`src/rtl/csp_pkg.sv`:
```
// Purpose: Constants and types for the capstan speed PWM block.
// Assumes: 125 MHz clk, synchronous active-low reset.
// Notes:   Behaviour summary below, tags used in the design files.
//
// Behaviour
// - Source is chosen from mode and override flag; override makes software the source.
// - Record-record mode without override drives a fixed 50% duty factor.
// - Software source uses the value written to the duty factor register.
// - Tristate bit set puts the speed output into high impedance.
// - Frequency regulation disabled with tape source means phase-only regulation.
// - PWM period is fixed at 41.66 us; only the high time varies.
// - Tape duty factor recomputed every 21.33 ms and held between updates.
// - Tape duty comes from frame arrival phase against an internal reference.
// - Duty rises with lateness, about 9% at 1.65 blocks early, 91% late.
// - Beyond two blocks of phase error the characteristic wraps as a sawtooth.
// - Phase error beyond plus or minus 8.8 ms is treated as invalid.
// - Deviation from 96000 bit/s below phase-only threshold gives pure phase control.
// - Deviation above frequency-only threshold holds output high or low by direction.
// - Deviation between thresholds gates frequency with phase half of the time.
// - Narrow band select picks 6%/9% thresholds when clear, 3%/4.5% when set.
// - During sleep the output level and drive state are frozen.
// - Reset takes the output out of high impedance and clears tristate.
package csp_pkg;

    localparam int  CLK_PERIOD_NS   = 8;
    localparam real PWM_PERIOD_US   = 41.66;
    localparam int  PWM_PERIOD_CYC  = $rtoi(PWM_PERIOD_US * 1000.0 / CLK_PERIOD_NS);
    localparam real UPDATE_MS       = 21.33;
    localparam int  UPDATE_CYC      = $rtoi(UPDATE_MS * 1000000.0 / CLK_PERIOD_NS);
    localparam real PHASE_LIMIT_MS  = 8.8;
    localparam int  PHASE_LIMIT_CYC = $rtoi(PHASE_LIMIT_MS * 1000000.0 / CLK_PERIOD_NS);

    localparam int NOMINAL_BPS  = 96000;
    localparam int NOMINAL_BITS = $rtoi(NOMINAL_BPS * UPDATE_MS / 1000.0);
    localparam int PTH_W_PM       = 60;
    localparam int FTH_W_PM       = 90;
    localparam int PTH_N_PM       = 30;
    localparam int FTH_N_PM       = 45;
    localparam int BIT_CNT_W      = 16;
    localparam logic [BIT_CNT_W-1:0] PTH_WIDE   = BIT_CNT_W'(NOMINAL_BITS * PTH_W_PM / 1000);
    localparam logic [BIT_CNT_W-1:0] FTH_WIDE   = BIT_CNT_W'(NOMINAL_BITS * FTH_W_PM / 1000);
    localparam logic [BIT_CNT_W-1:0] PTH_NARROW = BIT_CNT_W'(NOMINAL_BITS * PTH_N_PM / 1000);
    localparam logic [BIT_CNT_W-1:0] FTH_NARROW = BIT_CNT_W'(NOMINAL_BITS * FTH_N_PM / 1000);
    localparam logic [BIT_CNT_W-1:0] NOMINAL_CNT = BIT_CNT_W'(NOMINAL_BITS);

    localparam int DUTY_W = 8;
    localparam logic [DUTY_W-1:0] DUTY_HALF = 8'h80;
    localparam logic [DUTY_W-1:0] DUTY_RESET = 8'h80;

    localparam int REG_ADDR_W = 4;
    localparam logic [REG_ADDR_W-1:0] REG_CTRL   = 4'h0;
    localparam logic [REG_ADDR_W-1:0] REG_DUTY   = 4'h4;
    localparam logic [REG_ADDR_W-1:0] REG_STATUS = 4'h8;

    localparam int CTRL_MODE_LSB  = 0;
    localparam int CTRL_OVR_BIT   = 2;
    localparam int CTRL_FREG_BIT  = 3;
    localparam int CTRL_NBAND_BIT = 4;
    localparam int CTRL_HIZ_BIT   = 5;

    localparam int STAT_DUTY_LSB  = 0;
    localparam int STAT_VALID_BIT = 8;
    localparam int STAT_CLASS_LSB = 9;
    localparam int STAT_FAST_BIT  = 11;
    localparam int STAT_OUT_BIT   = 12;
    localparam int STAT_OE_BIT    = 13;
    localparam int STAT_SLEEP_BIT = 14;

    typedef enum logic [1:0] {
        MODE_PLAY_PLAY     = 2'b00,
        MODE_PLAY_RECORD   = 2'b01,
        MODE_RECORD_RECORD = 2'b10,
        MODE_SPARE         = 2'b11
    } csp_mode_e;

    typedef enum logic [1:0] {
        DEV_PHASE_ONLY = 2'b00,
        DEV_MIXED      = 2'b01,
        DEV_FREQ_ONLY  = 2'b10
    } csp_dev_e;

endpackage

```
`src/rtl/csp_pwm.sv`:
```
// Purpose: Capstan speed PWM generator with phase and frequency regulation.
// Assumes: Frame and bit pins are asynchronous; software port is on clk.
// Notes:   Long counts are parameters so simulation can shorten them.
//
// Design decisions made here: the plain strobed port and the register offsets.
module csp_pwm
    import csp_pkg::*;
#(
    parameter int PWM_PERIOD  = PWM_PERIOD_CYC,
    parameter int UPDATE_PER  = UPDATE_CYC,
    parameter int PHASE_LIMIT = PHASE_LIMIT_CYC
) (
    input  wire logic                  clk,
    input  wire logic                  rst_n,
    input  wire logic [REG_ADDR_W-1:0] reg_addr,
    input  wire logic [31:0]           reg_wdata,
    input  wire logic                  reg_wr,
    input  wire logic                  reg_rd,
    output logic      [31:0]           reg_rdata,
    input  wire logic                  sleep_pin,
    input  wire logic                  frame_pin,
    input  wire logic                  bit_pin,
    output logic                       speed_out,
    output logic                       speed_oe
);
    localparam int PCNT_W = $clog2(PWM_PERIOD + 1);
    localparam int RCNT_W = $clog2(UPDATE_PER + 1);
    localparam int HALF   = UPDATE_PER / 2;
    // Reciprocal avoids a divider in the phase-to-duty map
    localparam longint RCP = (64'd1 << 38) / UPDATE_PER;
    localparam int RCP_W  = 40 - RCNT_W;

    logic [1:0]            mode_reg;
    logic                  cpu_duty_override;
    logic                  freq_regulation_enable;
    logic                  narrow_band_select;
    logic                  pwm_output_tristate;
    logic [DUTY_W-1:0]     duty_factor_register;
    logic [31:0]           rdata_next;

    logic                  sleep_s;
    logic                  frame_s;
    logic                  bit_s;
    logic                  frame_d_reg;
    logic                  bit_d_reg;
    logic                  frame_evt;
    logic                  bit_evt;

    logic [RCNT_W-1:0]     ref_cnt_reg;
    logic                  ref_wrap;
    logic [RCNT_W-1:0]     phase_x_reg;
    logic                  frame_seen_reg;
    logic                  phase_ok;
    logic [RCNT_W-1:0]     phase_x_next;
    logic [39:0]           duty_prod;
    logic [DUTY_W-1:0]     tape_duty_reg;
    logic                  phase_valid_reg;

    logic [BIT_CNT_W-1:0]  bit_cnt_reg;
    logic [BIT_CNT_W-1:0]  dev_abs;
    logic [BIT_CNT_W-1:0]  phase_only_threshold;
    logic [BIT_CNT_W-1:0]  freq_only_threshold;
    csp_dev_e              dev_next;
    csp_dev_e              dev_reg;
    logic                  dev_fast_reg;

    logic [PCNT_W-1:0]     pcnt_reg;
    logic                  period_start;
    logic                  src_tape;
    logic                  src_fixed;
    logic [DUTY_W-1:0]     duty_sel;
    logic [DUTY_W-1:0]     duty_act_reg;
    logic [PCNT_W+DUTY_W-1:0] cmp_prod;
    logic [PCNT_W-1:0]     cmp_reg;
    logic                  mix_tgl_reg;
    logic                  force_now;
    logic                  out_next;

    // Pin inputs
    csp_sync u_sync_sleep (
        .clk   (clk),
        .rst_n (rst_n),
        .din   (sleep_pin),
        .dout  (sleep_s)
    );
    csp_sync u_sync_frame (
        .clk   (clk),
        .rst_n (rst_n),
        .din   (frame_pin),
        .dout  (frame_s)
    );
    csp_sync u_sync_bit (
        .clk   (clk),
        .rst_n (rst_n),
        .din   (bit_pin),
        .dout  (bit_s)
    );

    always_ff @(posedge clk) begin
        if (!rst_n) begin
            frame_d_reg <= 1'b0;
            bit_d_reg   <= 1'b0;
        end else begin
            frame_d_reg <= frame_s;
            bit_d_reg   <= bit_s;
        end
    end
    assign frame_evt = frame_s & ~frame_d_reg;
    assign bit_evt   = bit_s & ~bit_d_reg;

    // Control register; reset clears tristate so the pin drives again
    always_ff @(posedge clk) begin
        if (!rst_n) begin
            mode_reg               <= MODE_PLAY_PLAY;
            cpu_duty_override      <= 1'b0;
            freq_regulation_enable <= 1'b0;
            narrow_band_select     <= 1'b0;
            pwm_output_tristate    <= 1'b0;
        end else if (reg_wr && reg_addr == REG_CTRL) begin
            mode_reg               <= reg_wdata[CTRL_MODE_LSB +: 2];
            cpu_duty_override      <= reg_wdata[CTRL_OVR_BIT];
            freq_regulation_enable <= reg_wdata[CTRL_FREG_BIT];
            narrow_band_select     <= reg_wdata[CTRL_NBAND_BIT];
            pwm_output_tristate    <= reg_wdata[CTRL_HIZ_BIT];
        end
    end

    always_ff @(posedge clk) begin
        if (!rst_n) begin
            duty_factor_register <= DUTY_RESET;
        end else if (reg_wr && reg_addr == REG_DUTY) begin
            duty_factor_register <= reg_wdata[DUTY_W-1:0];
        end
    end

    always_comb begin
        rdata_next = 32'h0;
        case (reg_addr)
            REG_CTRL: begin
                rdata_next[CTRL_MODE_LSB +: 2] = mode_reg;
                rdata_next[CTRL_OVR_BIT]       = cpu_duty_override;
                rdata_next[CTRL_FREG_BIT]      = freq_regulation_enable;
                rdata_next[CTRL_NBAND_BIT]     = narrow_band_select;
                rdata_next[CTRL_HIZ_BIT]       = pwm_output_tristate;
            end
            REG_DUTY: begin
                rdata_next[DUTY_W-1:0] = duty_factor_register;
            end
            REG_STATUS: begin
                rdata_next[STAT_DUTY_LSB +: DUTY_W] = tape_duty_reg;
                rdata_next[STAT_VALID_BIT]          = phase_valid_reg;
                rdata_next[STAT_CLASS_LSB +: 2]     = dev_reg;
                rdata_next[STAT_FAST_BIT]           = dev_fast_reg;
                rdata_next[STAT_OUT_BIT]            = speed_out;
                rdata_next[STAT_OE_BIT]             = speed_oe;
                rdata_next[STAT_SLEEP_BIT]          = sleep_s;
            end
            default: begin
                rdata_next = 32'h0;
            end
        endcase
    end

    always_ff @(posedge clk) begin
        if (!rst_n) begin
            reg_rdata <= 32'h0;
        end else if (reg_rd) begin
            reg_rdata <= rdata_next;
        end else begin
            reg_rdata <= 32'h0;
        end
    end

    // Internal frame reference; one wrap per regulation interval
    assign ref_wrap = (ref_cnt_reg == RCNT_W'(UPDATE_PER - 1));
    always_ff @(posedge clk) begin
        if (!rst_n) begin
            ref_cnt_reg <= '0;
        end else if (ref_wrap) begin
            ref_cnt_reg <= '0;
        end else begin
            ref_cnt_reg <= ref_cnt_reg + 1'b1;
        end
    end

    // Offsetting by half an interval puts zero error at mid scale, and the
    // modulo wrap makes the characteristic a sawtooth past two blocks
    always_comb begin
        if (ref_cnt_reg >= RCNT_W'(UPDATE_PER - HALF)) begin
            phase_x_next = ref_cnt_reg - RCNT_W'(UPDATE_PER - HALF);
        end else begin
            phase_x_next = ref_cnt_reg + RCNT_W'(HALF);
        end
    end

    always_ff @(posedge clk) begin
        if (!rst_n) begin
            phase_x_reg    <= RCNT_W'(HALF);
            frame_seen_reg <= 1'b0;
        end else if (frame_evt) begin
            // A frame on the wrap edge counts for the new interval
            phase_x_reg    <= phase_x_next;
            frame_seen_reg <= 1'b1;
        end else if (ref_wrap) begin
            frame_seen_reg <= 1'b0;
        end
    end

    assign phase_ok = frame_seen_reg
                      && (phase_x_reg >= RCNT_W'(HALF - PHASE_LIMIT))
                      && (phase_x_reg <= RCNT_W'(HALF + PHASE_LIMIT));
    assign duty_prod = 40'(phase_x_reg) * 40'(RCP_W'(RCP));

    always_ff @(posedge clk) begin
        if (!rst_n) begin
            tape_duty_reg   <= DUTY_HALF;
            phase_valid_reg <= 1'b0;
        end else if (ref_wrap) begin
            phase_valid_reg <= phase_ok;
            if (phase_ok) begin
                tape_duty_reg <= duty_prod[37:30];
            end
        end
    end

    // Bit-rate measurement over the same interval
    always_ff @(posedge clk) begin
        if (!rst_n) begin
            bit_cnt_reg <= '0;
        end else if (ref_wrap) begin
            bit_cnt_reg <= BIT_CNT_W'(bit_evt);
        end else if (bit_evt && bit_cnt_reg != '1) begin
            bit_cnt_reg <= bit_cnt_reg + 1'b1;
        end
    end

    assign phase_only_threshold = narrow_band_select ? PTH_NARROW : PTH_WIDE;
    assign freq_only_threshold  = narrow_band_select ? FTH_NARROW : FTH_WIDE;
    assign dev_abs = (bit_cnt_reg > NOMINAL_CNT) ? bit_cnt_reg - NOMINAL_CNT
                                                 : NOMINAL_CNT - bit_cnt_reg;

    always_comb begin
        if (dev_abs < phase_only_threshold) begin
            dev_next = DEV_PHASE_ONLY;
        end else if (dev_abs > freq_only_threshold) begin
            dev_next = DEV_FREQ_ONLY;
        end else begin
            dev_next = DEV_MIXED;
        end
    end

    always_ff @(posedge clk) begin
        if (!rst_n) begin
            dev_reg      <= DEV_PHASE_ONLY;
            dev_fast_reg <= 1'b0;
        end else if (ref_wrap) begin
            dev_reg      <= dev_next;
            dev_fast_reg <= (bit_cnt_reg > NOMINAL_CNT);
        end
    end

    // Source selection
    assign src_tape  = !cpu_duty_override
                       && (mode_reg == MODE_PLAY_PLAY || mode_reg == MODE_PLAY_RECORD);
    assign src_fixed = !cpu_duty_override && !src_tape;

    always_comb begin
        if (cpu_duty_override) begin
            duty_sel = duty_factor_register;
        end else if (src_tape) begin
            duty_sel = tape_duty_reg;
        end else begin
            duty_sel = DUTY_HALF;
        end
    end

    // PWM period counter
    assign period_start = (pcnt_reg == '0);
    always_ff @(posedge clk) begin
        if (!rst_n) begin
            pcnt_reg <= '0;
        end else if (pcnt_reg == PCNT_W'(PWM_PERIOD - 1)) begin
            pcnt_reg <= '0;
        end else begin
            pcnt_reg <= pcnt_reg + 1'b1;
        end
    end

    // Latching only at period start keeps each pulse whole
    assign cmp_prod = duty_sel * PCNT_W'(PWM_PERIOD);
    always_ff @(posedge clk) begin
        if (!rst_n) begin
            duty_act_reg <= DUTY_HALF;
            cmp_reg      <= PCNT_W'(PWM_PERIOD / 2);
            mix_tgl_reg  <= 1'b0;
        end else if (period_start) begin
            duty_act_reg <= duty_sel;
            cmp_reg      <= cmp_prod[PCNT_W+DUTY_W-1:DUTY_W];
            mix_tgl_reg  <= ~mix_tgl_reg;
        end
    end

    // Forcing only with tape source and frequency regulation on
    always_comb begin
        force_now = 1'b0;
        if (src_tape && freq_regulation_enable) begin
            case (dev_reg)
                DEV_FREQ_ONLY: force_now = 1'b1;
                DEV_MIXED:     force_now = mix_tgl_reg;
                default:       force_now = 1'b0;
            endcase
        end
    end

    // Slow tape drives high to speed the capstan up
    assign out_next = force_now ? ~dev_fast_reg : (pcnt_reg < cmp_reg);

    always_ff @(posedge clk) begin
        if (!rst_n) begin
            speed_out <= 1'b0;
            speed_oe  <= 1'b1;
        end else if (!sleep_s) begin
            speed_out <= out_next;
            speed_oe  <= ~pwm_output_tristate;
        end
    end
endmodule

```
`src/rtl/csp_sync.sv`:
```
// Purpose: Three-stage synchroniser with agreement filter for pin inputs.
// Assumes: Input is asynchronous to clk.
// Notes:   Output changes only once stages two and three agree.
module csp_sync (
    input  wire logic clk,
    input  wire logic rst_n,
    input  wire logic din,
    output logic      dout
);
    logic ff1_reg;
    logic ff2_reg;
    logic ff3_reg;

    always_ff @(posedge clk) begin
        if (!rst_n) begin
            ff1_reg <= 1'b0;
            ff2_reg <= 1'b0;
            ff3_reg <= 1'b0;
        end else begin
            ff1_reg <= din;
            ff2_reg <= ff1_reg;
            ff3_reg <= ff2_reg;
        end
    end

    always_ff @(posedge clk) begin
        if (!rst_n) begin
            dout <= 1'b0;
        end else if (ff2_reg == ff3_reg) begin
            dout <= ff3_reg;
        end
    end
endmodule

```
`config.mk`:
```
export PLATFORM = sky130hd
export DESIGN_NAME = csp_pwm
export DESIGN_NICKNAME = d
export VERILOG_FILES = /design/src/rtl/csp_pkg.sv /design/src/rtl/csp_pwm.sv /design/src/rtl/csp_sync.sv
export SDC_FILE = /design/constraint.sdc
export NUM_CORES = 1
export LEC_CHECK = 0
export BUFFER_PORTS_ARGS = -buffer_cell sky130_fd_sc_hd__buf_4
export CAP_MARGIN = 20
export CELL_PAD_IN_SITES_DETAIL_PLACEMENT = 1
export CELL_PAD_IN_SITES_GLOBAL_PLACEMENT = 1
export CORE_ASPECT_RATIO = 0.5
export CORE_UTILIZATION = 53
export DETAILED_ROUTE_END_ITERATION = 10
export PLACE_DENSITY_LB_ADDON = 0.1
export REMOVE_ABC_BUFFERS = 1
export SYNTH_ARGS = -nofsm -noshare
export SYNTH_HDL_FRONTEND = slang
export SYNTH_SLANG_ARGS = --single-unit
```
`constraint.sdc`:
```
create_clock -name clk -period 14.69 [get_ports clk]
set_input_delay 2.938 -clock clk [delete_from_list [all_inputs] [get_ports clk]]
set_output_delay 2.938 -clock clk [all_outputs]
set_load 0.02 [all_outputs]
```
== After elaboration in Yosys (flattened, before gate mapping) ==
Index checks and enable logic that the tools add are counted.

* Eq/ne operators: 11
* Reduce and logical (&&, ||, !) cells: 19
* $add $sub $neg: 7
* Order comparisons: 7
* $mul: 2
* Bitwise logic cells: 8
* Muxes and demuxes: 17

{| class="wikitable"
|+ Operators with widths
! kind !! count
|-
| $mul 22x17->38 const B || 1
|-
| $mux 8 || 3
|-
| $add 22x1->22 const B || 1
|-
| $add 22x21->22 const B || 1
|-
| $eq 22x22->1 const B || 1
|-
| $ge 22x18->1 const B || 1
|-
| $ge 22x21->1 const B || 1
|-
| $le 22x22->1 const B || 1
|-
| $mux 22 || 1
|-
| $sub 22x21->22 const B || 1
|-
| $mul 8x13->21 const B || 1
|-
| $pmux 6 s3 || 1
|-
| $add 16x1->16 const B || 1
|-
| $gt 16x11->1 const B || 1
|-
| $gt 16x8->1 || 1
|-
| $lt 16x7->1 || 1
|-
| $mux 16 || 1
|-
| $ne 16x16->1 const B || 1
|-
| $sub 11x16->16 const A || 1
|-
| $sub 16x11->16 const B || 1
|-
| $add 13x1->13 const B || 1
|-
| $eq 13x13->1 const B || 1
|-
| $logic_not 13->1 || 1
|-
| $lt 13x13->1 || 1
|-
| 21 further kinds || 45
|}

* Register bits after elaboration: 162
* Output and inout port bits: 34
* Word-level logic and storage cells: 108
* Input port bits: 43

== Depth between registers and ports, before layout ==
* Depth after elaboration: 6
* Gate-level depth with buffers: 21
* Mapped depth without buffers: 21

== Hierarchy ==
Synthesis repeated with hierarchy kept, for this count alone.

* Cells, all modules: 1826
* Area, all modules: 16062.9 µm²

{| class="wikitable"
|+ Modules (own cells, without submodules)
! module !! cells each !! instances !! area each (µm²) !! seq. area each (µm²)
|-
| csp_pwm || 1796 || 1 || 15713.8 || 2662.6
|-
| csp_sync || 10 || 3 || 116.4 || 80.1
|}

== Least setup slack after synthesis ==
Ideal clock, no wire load.

* Path kind: reg2reg
* Start: reg phase_x_reg[8]
* End: reg tape_duty_reg[7]
* Arrival: 5188 ps
* Period minus slack after synthesis: 5315 ps
* Slack: 9375 ps
* Data required time: 14563 ps
* Stages on the path, launching flop included: 21
* Path buffers: 0
* Path through: dfxtp_1 inv_1 ha_1 fa_1 fa_1 inv_1 fa_1 inv_1 fa_1 inv_1 fa_1 inv_1 ha_1 nand4_1 nor2_1 o311ai_0 or2_2 o211ai_1 a31oi_1 xnor2_1 a31oi_1

* Word-level cells in the longest chain between the ends: 4

{| class="wikitable"
|+ Ends and longest elaborated chain
! element !! RTL line !! source
|-
| from (decl) || csp_pwm.sv:51 || <nowiki>logic [RCNT_W-1:0] phase_x_reg;</nowiki>
|-
| from (signal assigned) || csp_pwm.sv:198 || <nowiki>phase_x_reg <= RCNT_W'(HALF);</nowiki>
|-
| from (signal assigned) || csp_pwm.sv:202 || <nowiki>phase_x_reg <= phase_x_next;</nowiki>
|-
| branches (longest 4 deep; another with $mul 22x17->38) || -- ||
|-
| to (signal assigned) || csp_pwm.sv:221 || <nowiki>tape_duty_reg <= duty_prod[37:30];</nowiki>
|-
| to (decl) || csp_pwm.sv:56 || <nowiki>logic [DUTY_W-1:0] tape_duty_reg;</nowiki>
|}

Parallel ways; which one is timed is not known.
A chain may end at the register's enable or synchronous reset.

== Worst setup path after layout ==
* Start: reg phase_x_reg[5]
* End: reg tape_duty_reg[7]

The elaborated chain is that of the path after synthesis.

==> metrics <==
status completed; vias post-DR 12764; vias in the first global route around 14000; drt first-iter violations around 580; remaining design rule violation count 0; Worst slew margin 35.6%; Design Area, Final around 17000 sq um; CP Launch Type flop; R2R Path End tape_duty_reg[7]; setup tns final 0 ps; count of hold-fix buffers inserted at cts 0; clock latency of the later-clocked register in the worst-skew pair 460 ps; MaxCap Viol Count 0; Warnings, synthesis 0; Setup Crit Path Kind reg2reg; synthesized cell area about 16000 sq um; H-tree depth reported by CTS 4; count of filler cells inserted in the layout 3464; maximum number of pins on one net before global-route repair 63; combinational share of power approximately 15%; # rows 44; slew at the pin with the worst max-slew slack roughly 960 ps; Post-CTS Setup Bufs 0; fraction of final layout cells with drive strength greater than 1 between 5 and 6%; post-synthesis average cell area a little under 9 sq um; Area after DPL around 17000 sq um; count of flip-flops with a built-in enable after synthesis 0; register bit count reported by yosys 145; Clock Power Share a little under half; detailed-route wire length per cell 19.2 um; sequential fraction of the synthesis area 17.9%; width of the die between 200 and 250 um; worst reg2reg startpoint phase_x_reg[5]; clock buffers created by TritonCTS 17; Worst Path Required between 15000 and 20000 ps; clock edge transition at the registers on the reported setup and hold paths 70 ps; maximum clock frequency 151 MHz; Detailed Place HPWL 34700 um; final RePlAce weighted congestion 0.886; data arrival time of the critical path between 6000 and 7000 ps; global-route wire length before repair 71700 um; maximum buffer depth of the clock tree 2; post_cts resized 0; P&R area growth vs syn 7.11%; final critical delay including setup and external delays 6630 ps; leading post-synthesis cells by cell area ha_1, fa_1, dfxtp_1; power spent charging and discharging nets about 0.3 mW; setup clock skew after layout about 14 ps; Post-Route WL between 40000 and 50000 um; async set-reset flop share out of synthesis 0%; number of diodes added for antenna fixing 0; length in cells of the worst reg-to-reg path 18; number of instances in the synthesized netlist 1866; cell leakage power between 8 and 9 nW; Hold Path Origin u_sync_sleep.ff1_reg; register-to-register path setup slack roughly 8000 ps; kind of capture point of the worst setup path flop; commonest cells in the netlist inv_1, ha_1, fa_1; post-synthesis cell type with the largest combined area ha_1; path type of the worst min-delay path reg2reg; global-route usage over all layers ~29%; hold violation total from the final report 0; area share of the largest cell type after synthesis about 21%; leading cell type by number of instances after synthesis inv_1; Switching Share 29.4%; clock tree from TritonCTS built; final-report setup violation count 0; total number of nets in the final design 2341; via/cell ratio about 5.6; cell area power density about 60 nW/um^2; final cycle utilization of the critical path a little under half; Util after Layout approximately three fifths; hold path cells 1; die outline height between 100 and 150 um; internal power summed over all cells around 0.73 mW; most instantiated flip-flop cell in the synthesis netlist dfxtp_1; share of power burned in registers between 30% and 40%; remaining global-route overflow 0; area inside the core boundary around 30000 sq um; sink of the worst hold path u_sync_sleep.ff2_reg; Synth cell types 77; number of clock sinks seen by CTS approximately 150; num ports 77; maximum fanout along the worst path 10; effective utilization at floorplan a little over half; Design Power ~1.0 mW; count of pins over their slew limit 0; die area ~31000 sq um; clock tree root buffer cell clkbuf_16; unrepaired setup endpoints after global routing false; count of TritonRoute iterations in the first routing pass 5; number of antenna violations at the first check in global routing 0; Peak supply drop roughly 0.073 mV; IO buf count 35; post-route antenna net violation count 0
-- per-stage QoR --
step                setup slack [ps]  instances  hold WS [ps]
finish                          8060       2273           442
global route                    7740       2273           463
CTS                             8100       2272           445
detailed placement              8160       2240           427
global placement                8310       2239           428
floorplan                       9370       1806           412
-- how the worst max path moves through the flow --
stage	start	to	slack, ps	cells past startpoint
after CTS	phase_x_reg[5]	tape_duty_reg[7]	8100	18
final	phase_x_reg[5]	tape_duty_reg[7]	8060	18
after detailed placement	phase_x_reg[5]	tape_duty_reg[4]	8160	17
after global placement	phase_x_reg[5]	tape_duty_reg[4]	8310	17
after global routing	phase_x_reg[3]	tape_duty_reg[7]	7740	19
after floorplan	phase_x_reg[8]	tape_duty_reg[7]	9370	20
-- worst max-delay path, stage by stage, from the launching register on --
cell and delay (ps):
dfxtp_1 740, ha_1 360, inv_1 80, fa_1 440
fa_1 530, fa_1 540, fa_1 550, inv_1 50
fa_1 540, inv_1 50, ha_1 350, nand2_1 110
o21ai_0 290, or3_1 470, a21oi_1 600, o211ai_1 300
a31oi_1 270, xnor2_1 150, a31oi_1 100
-- cells by family after synthesis --
| logic type | count (synthesis) | share of synthesized area [%] |
|---|---|---|
| flip-flops | 145 | 17.9 |
| AND/OR/NAND/NOR | 463 | 14.1 |
| other | 1 | 0.0231 |
| XOR/XNOR | 77 | 4.15 |
| AO/OA/AOI/OAI | 240 | 9.45 |
| buffers and inverters | 468 | 11.3 |
| multiplexers | 43 | 2.67 |
| adder cells (fa/ha/maj) | 429 | 40.4 |
-- area by class of cell --
type | count | area, sq um | area share, %
inverters | 392 | 1470 | 8.46
clock buffers | 17 | 425 | 2.45
well taps | 391 | 489 | 2.81
flip-flops and latches | 145 | 2900 | 16.7
clock inverters | 15 | 209 | 1.20
multi-input cells | 1269 | 11600 | 66.5
repair buffers | 44 | 335 | 1.93
-- per-layer routing --
metal | part of all wire [%] | vias to the layer above | global-route usage, %
met5 | 0 | - | 0
met4 | 1.8 | 0 | 7.88
met3 | 3.5 | 57 | 3.99
met2 | 50 | 225 | 51.4
met1 | 45 | 6453 | 36.3
li1 | - | 6029 | -
-- power groups by stage --
stage | clock network [mW] | registers, mW | logic [mW]
floorplan | 0 | 0.412 | 0.102
global placement | 0 | 0.414 | 0.140
detailed placement | 0 | 0.414 | 0.151
CTS | 0.488 | 0.405 | 0.154
global route | 0.505 | 0.406 | 0.172
finish | 0.479 | 0.405 | 0.154
-- placed cells by master (no fill, tap or decap), types with 18 or more instances in the layout --
cell type / count
dfxtp_1: 145
nand2_1: 99
mux2i_1: 41
xor2_1: 38
and2_1: 23
a21oi_1: 71
nor2_1: 141
fa_1: 160
o21ai_0: 57
nor3_1: 27
buf_4: 42
nand2b_1: 18
xnor2_1: 39
nand3_1: 51
inv_1: 391
ha_1: 269
No activity file was read; power rests on OpenSTA's default activity.
